[src/verilog/iowdt_pkg.sv]
// Package for the I/O port watchdog timer: port address, control byte layout,
// timebase and reset pulse constants.
// Assumes a 100 MHz core clock.
package iowdt_pkg;

  // ---------------------------------------------------------------
  // Port decode
  // ---------------------------------------------------------------
  localparam logic [15:0] IOWDT_PORT_ADDR = 16'h0214;
  localparam int IOWDT_ADDR_W = 16;

  // ---------------------------------------------------------------
  // Control byte fields
  // ---------------------------------------------------------------
  localparam int IOWDT_ENABLE_BIT = 7;
  localparam int IOWDT_ACTION_SELECT_BIT = 6;
  localparam int IOWDT_PERIOD_FIELD_MSB = 5;
  localparam int IOWDT_PERIOD_W = IOWDT_PERIOD_FIELD_MSB + 1;
  localparam logic [7:0] IOWDT_CTRL_RESET = 8'h00;

  // ---------------------------------------------------------------
  // Timing
  // ---------------------------------------------------------------
  localparam int IOWDT_CLK_MHZ = 100;
  localparam int IOWDT_TICK_S = 1;
  localparam int IOWDT_TICK_CYCLES = IOWDT_TICK_S * IOWDT_CLK_MHZ * 1000000;
  localparam int IOWDT_RST_PULSE_NS = 1000;
  localparam int IOWDT_RST_PULSE_CYCLES = (IOWDT_RST_PULSE_NS * IOWDT_CLK_MHZ + 999) / 1000;

  typedef enum logic [1:0] {
    IOWDT_IDLE,
    IOWDT_COUNT,
    IOWDT_EXPIRED
  } iowdt_state_t;

endpackage : iowdt_pkg

[src/verilog/iowdt_tick_gen.sv]
// One-cycle enable pulse divider for the watchdog timebase.
// Assumes a single free-running core clock; clear restarts the phase.
`timescale 1ns/1ps
module iowdt_tick_gen #(
  parameter int DIV = 100000000
) (
  // Clock and reset
  input wire logic core_clk,
  input wire logic resetn,
  // Control
  input wire logic clear,
  // Tick
  output logic tick
);

  localparam int CW = $clog2(DIV + 1);
  localparam logic [CW-1:0] LAST = CW'(DIV - 1);

  logic [CW-1:0] cnt_reg;

  always_ff @(posedge core_clk) begin
    if (!resetn || clear) begin
      cnt_reg <= '0;
    end else if (cnt_reg == LAST) begin
      cnt_reg <= '0;
    end else begin
      cnt_reg <= cnt_reg + CW'(1);
    end
  end

  always_ff @(posedge core_clk) begin
    if (!resetn || clear) begin
      tick <= 1'b0;
    end else begin
      tick <= (cnt_reg == LAST);
    end
  end

endmodule : iowdt_tick_gen

[src/verilog/iowdt_top.sv]
// I/O port watchdog timer: one write-only control byte on the host I/O bus.
// Assumes the host I/O write strobe is synchronous to core_clk, one cycle per write.
//
// Summary of operation
// RULE1 - Decode control byte writes at port 214H
// RULE2 - Watchdog disabled after any system reset
// RULE3 - Trigger write clears elapsed counter, restarts
// RULE4 - Expiry gives reset pulse or IRQ9
// RULE5 - D7 enable, D6 action, D5..D0 period
// RULE6 - Period field counts whole seconds
// RULE7 - Value 88H raises IRQ9 after eight seconds
// RULE8 - Host rewrites value within each period
// RULE9 - New period adopted on any write
// RULE10 - One-second tick; fixed-length reset pulse
`timescale 1ns/1ps
module iowdt_top
  import iowdt_pkg::*;
#(
  parameter int TICK_CYCLES = IOWDT_TICK_CYCLES,
  parameter int RST_PULSE_CYCLES = IOWDT_RST_PULSE_CYCLES
) (
  // Clock and reset
  input wire logic core_clk,
  input wire logic resetn,
  // Host I/O write port
  input wire logic [IOWDT_ADDR_W-1:0] io_addr,
  input wire logic [7:0] io_wdata,
  input wire logic io_wr,
  // Expiry actions
  output logic sys_reset_pulse,
  output logic irq9,
  // Status
  output logic wdt_running
);

  localparam int PW = $clog2(RST_PULSE_CYCLES + 1);
  localparam logic [PW-1:0] PULSE_LAST = PW'(RST_PULSE_CYCLES);

  // ---------------------------------------------------------------
  // Control register
  // ---------------------------------------------------------------
  logic [7:0] ctrl_reg;
  logic hit;
  logic tick;
  logic enable;
  logic action_reset;
  logic [IOWDT_PERIOD_W-1:0] period;
  logic [IOWDT_PERIOD_W-1:0] elapsed_reg;
  logic [PW-1:0] pulse_cnt_reg;
  iowdt_state_t state_reg;

  assign hit = io_wr && (io_addr == IOWDT_PORT_ADDR); // RULE1
  assign enable = ctrl_reg[IOWDT_ENABLE_BIT]; // RULE5
  assign action_reset = ctrl_reg[IOWDT_ACTION_SELECT_BIT]; // RULE5
  assign period = ctrl_reg[IOWDT_PERIOD_FIELD_MSB:0]; // RULE5

  always_ff @(posedge core_clk) begin
    if (!resetn) begin
      ctrl_reg <= IOWDT_CTRL_RESET; // RULE2
    end else if (hit) begin
      ctrl_reg <= io_wdata; // RULE9
    end
  end

  // ---------------------------------------------------------------
  // One-second timebase
  // ---------------------------------------------------------------
  iowdt_tick_gen #(
    .DIV(TICK_CYCLES)
  ) u_tick (
    .core_clk(core_clk),
    .resetn(resetn),
    .clear(hit), // RULE3
    .tick(tick) // RULE10
  );

  // ---------------------------------------------------------------
  // Elapsed seconds and state
  // ---------------------------------------------------------------
  always_ff @(posedge core_clk) begin
    if (!resetn || hit) begin
      elapsed_reg <= '0; // RULE3
    end else if (state_reg == IOWDT_COUNT && tick) begin
      elapsed_reg <= elapsed_reg + IOWDT_PERIOD_W'(1); // RULE6
    end
  end

  always_ff @(posedge core_clk) begin
    if (!resetn) begin
      state_reg <= IOWDT_IDLE; // RULE2
    end else if (hit) begin
      state_reg <= io_wdata[IOWDT_ENABLE_BIT] ? IOWDT_COUNT : IOWDT_IDLE; // RULE3
    end else begin
      unique case (state_reg)
        IOWDT_IDLE: begin
          state_reg <= IOWDT_IDLE;
        end
        IOWDT_COUNT: begin
          if (enable && tick && (elapsed_reg + IOWDT_PERIOD_W'(1) >= period)) begin
            state_reg <= IOWDT_EXPIRED; // RULE4
          end
        end
        IOWDT_EXPIRED: begin
          state_reg <= IOWDT_EXPIRED;
        end
        default: begin
          state_reg <= IOWDT_IDLE;
        end
      endcase
    end
  end

  // ---------------------------------------------------------------
  // Expiry actions
  // ---------------------------------------------------------------
  always_ff @(posedge core_clk) begin
    if (!resetn) begin
      pulse_cnt_reg <= '0;
    end else if (state_reg == IOWDT_COUNT && !hit && enable && action_reset && tick
                 && (elapsed_reg + IOWDT_PERIOD_W'(1) >= period)) begin
      pulse_cnt_reg <= PULSE_LAST; // RULE4
    end else if (pulse_cnt_reg != '0) begin
      pulse_cnt_reg <= pulse_cnt_reg - PW'(1); // RULE10
    end
  end

  always_ff @(posedge core_clk) begin
    if (!resetn) begin
      sys_reset_pulse <= 1'b0;
    end else begin
      sys_reset_pulse <= (pulse_cnt_reg != '0); // RULE4
    end
  end

  always_ff @(posedge core_clk) begin
    if (!resetn) begin
      irq9 <= 1'b0;
    end else begin
      irq9 <= (state_reg == IOWDT_EXPIRED) && !action_reset; // RULE7
    end
  end

  always_ff @(posedge core_clk) begin
    if (!resetn) begin
      wdt_running <= 1'b0;
    end else begin
      wdt_running <= (state_reg == IOWDT_COUNT);
    end
  end

endmodule : iowdt_top

[config.mk]
export PLATFORM = sky130hd
export DESIGN_NAME = iowdt_top
export DESIGN_NICKNAME = d
export VERILOG_FILES = /design/src/verilog/iowdt_pkg.sv /design/src/verilog/iowdt_tick_gen.sv /design/src/verilog/iowdt_top.sv
export SDC_FILE = /design/constraint.sdc
export NUM_CORES = 1
export LEC_CHECK = 0
export ABC_AREA = 0
export BUFFER_PORTS_ARGS = -buffer_cell sky130_fd_sc_hd__buf_4
export CELL_PAD_IN_SITES_DETAIL_PLACEMENT = 0
export CELL_PAD_IN_SITES_GLOBAL_PLACEMENT = 1
export CORE_ASPECT_RATIO = 0.8
export CORE_MARGIN = 1
export CORE_UTILIZATION = 33
export CTS_BUF_LIST = sky130_fd_sc_hd__clkbuf_8
export DETAILED_ROUTE_END_ITERATION = 12
export PLACE_DENSITY_LB_ADDON = 0.1
export SYNTH_ARGS = -nofsm -noshare
export SYNTH_HDL_FRONTEND = slang
export SYNTH_SLANG_ARGS = --single-unit
[constraint.sdc]
create_clock -name core_clk -period 2.99 [get_ports core_clk]
set_input_delay 0.598 -clock core_clk [delete_from_list [all_inputs] [get_ports core_clk]]
set_output_delay 0.598 -clock core_clk [all_outputs]
set_load 0.02 [all_outputs]
==> metrics.cfg <==
[die]
placementRows = 29
die_h_um = 83.9
start_util_pct = 34.5
die_w_um = 104
ios = 30
dieArea_um2 = 8750
core_area_um2 = 8020

[clocking]
ctsHoldBuffers = 0
cts.sinks = 54
cts_buffers = 5
cts.repair.resized = 0
clk_pin_slew_ns = 0.09
cts_tree = done
cts_root_buf = clkbuf_8
htreeDepth = 2
clk_latency_ns = 0.30
cts_max_path_buffers = 2
post-cts-setup-buffers = 0

[synth]
async_reset_ff_share_pct = 0
synth_nets = 348
synth_top_area_share_pct = 39.1
ys_seq_elements = 54
synth_top_flop_cell = dfxtp_1
syn_inst = 310
synth_edf_count = 0
synth.most_common_cell = dfxtp_1
syn-cell-area_um2 = 2770
synth_commonest_cells = 54 x dfxtp_1, 21 x nand3_1, 17 x inv_1, 17 x nor2_1
synth_top_area_cell = dfxtp_1
avgSynthCellArea_um2 = 8.92
synth_area_leaders = dfxtp_1 39%, ha_1 5.0%, xor2_1 4.1%
synth.yosys.seq_area_share_pct = 39.1
synth_cell_type_count = 50
yosysWarnings = 0

[global_routing]
grt_pass1_wl_um = 10000
grt_pass1_vias = 2135
track_usage_pct = 13.9
grt.overflow.total = 0
grt_antenna_before_repair = 0
grt_max_degree = 34

[cells_and_area]
multiInputGateArea_um2 = 1560
largest_register_ffs = 27
drive_above_1_share_pct = 16.5
nets = 376
fillers = 797
final-seq-area_um2 = 1080
area.growth.synth_to_final_pct = 15.3
diodes = 0

[worst_setup_path]
crit_cells = 8
cp_data_arrival_time_ns = 2.61
cp_slowest_cell = dfxtp_1
critPathMaxStageDelay_ns = 0.44
timing.rr.start = elapsed_reg[2]
worstPathMaxFanout = 6
r2r_end = state_reg[1]
crit_family = compound AO/OA/AOI/OAI gates
worstPathRequired_ns = 3.19
crit_path_end = state_reg[1]
reg2reg_depth = 8
end_kind = register
r2r_slack_ns = 0.59
start_kind = register
crit_start = elapsed_reg[2]
crit_chain = nand3_1, nor2_1, xor2_1, ha_1, a2111oi_0, o21ai_1, and2_1, o221a_2
path_buf_inv = 0
path_class = register to register

[timing]
timing.fmax_mhz = 416
finalClockSkew_ns = 0.00802
worst_pin_slew_ns = 0.556
finalMaxSlewViolations = 0
setup_viol = 0
slew_headroom_pct = 62.6
fin_crit_sh_pct = 80.4
hold_slack_ns = 0.476
rsz0062_at_grt = false
hold_viol_final = 0
period_minus_slack_ns = 2.40
fin_setup_tns_ns = 0

[placement]
portBuffers = 29
gp_congestion = 0.798
dp_hpwl_um = 4260

[outcome]
outcome = completed

[routing]
met2WireLength_um = 2330
drt-met1-wl_um = 3180
routed_wl_um = 5690
vias = 2261
dr_wl_met3_um = 132
highest_layer = met4
wl_per_cell_um = 12.7
dr.pass1.iters = 4
drt_iter0_markers = 79
drc = 0
drtAntennaViolNets = 0
routed_via_density = 5.06

[power]
irDropWorstVdd_mv = 0.200
powerDensity_nw_per_um2 = 485
leakagePower_uw = 0.00111

[worst_hold_path]
hp-class = register to register

[job]
drv_cap = 0

## worst reg2reg max path: cells and delay by family, from the launching register on
family	cells	cell delay (ns)
AO/OA/AOI/OAI	3	0.82
XOR/XNOR	1	0.16
adder cells (fa/ha/maj)	1	0.27
flip-flops	1	0.44
AND/OR/NAND/NOR	3	0.62
## worst min path at each step
stage                start  endpoint  slack [ns]  cells past startpoint
6_report       ctrl_reg[6]      irq9        0.48                      1
5_1_grt        ctrl_reg[6]      irq9        0.51                      1
4_1_cts        ctrl_reg[6]      irq9        0.48                      1
3_5_place_dp   ctrl_reg[6]      irq9        0.46                      1
3_3_place_gp   ctrl_reg[6]      irq9        0.46                      1
2_1_floorplan  ctrl_reg[6]      irq9        0.40                      1
## where the power goes
| part | switching, µW | total, µW | leakage [µW] | internal, µW |
|---|---|---|---|---|
| Sequential | 31.0 | 791 | 0.000437 | 760 |
| Combinational | 144 | 283 | 0.000613 | 139 |
| Clock | 228 | 472 | 0.0000607 | 244 |
| Total | 403 | 1550 | 0.00111 | 1140 |
## layout make-up
| cell class | count | share of cell area (%) |
|---|---|---|
| repair buffers | 33 | 7.77 |
| inverters | 17 | 2.00 |
| well taps | 108 | 4.24 |
| clock buffers | 5 | 2.16 |
| clock inverters | 3 | 1.18 |
| multi-input cells | 227 | 48.8 |
| flip-flops and latches | 54 | 33.9 |
## kinds of logic after synthesis
kind of cell               after synthesis  synth area share, %
and+or+nand+nor                        123                 26.8
AOI/OAI and AO/OA                       68                 16.4
DFF                                     54                 39.1
buffers and inverters                   29                 4.66
xor gates and xnor gates                24                 7.60
adders and majority gates               11                 4.98
muxes                                    1                0.407
## per-layer routing
layer  track usage [%]  up-vias
met5                 0        -
met4              3.51        0
met3              3.12        4
met2              20.5       17
met1              20.3     1044
li1                  -     1196
## cell usage in the layout, fill, tap and decap left out, drive strengths merged, types with 2 or more instances in the layout
cell / netlist / final
nor4: 2 / 2
clkbuf: 5 / 5
or3: 7 / 7
ha: 11 / 11
xor2: 13 / 13
a211oi: 15 / 15
and3: 4 / 4
a2111oi: 2 / 2
dfxtp: 54 / 54
a311oi: 2 / 2
a21oi: 16 / 16
nor3b: 3 / 3
and2: 6 / 6
o22ai: 2 / 2
nor3: 17 / 17
inv: 17 / 19
nand4: 11 / 11
o211ai: 2 / 2
or4: 6 / 6
nand3: 24 / 24
nand2: 16 / 16
xnor2: 11 / 11
o21ai: 18 / 18
o31ai: 7 / 7
and4: 5 / 5
nor2: 17 / 17
buf: 7 / 33
## per-stage QoR
stage	std cells	area (µm²)	total power [µW]	utilization [%]	worst slack [ns]
after floorplan	310	2770	1010	-	0.804
final	447	3190	1550	39.8	0.586
after global routing	447	3190	1640	39.8	0.382
after detailed placement	439	3080	1090	38.4	0.618
after CTS	447	3190	1570	39.8	0.603
after global placement	439	3080	1090	38.4	0.731
(Power assumes the default switching activity.)
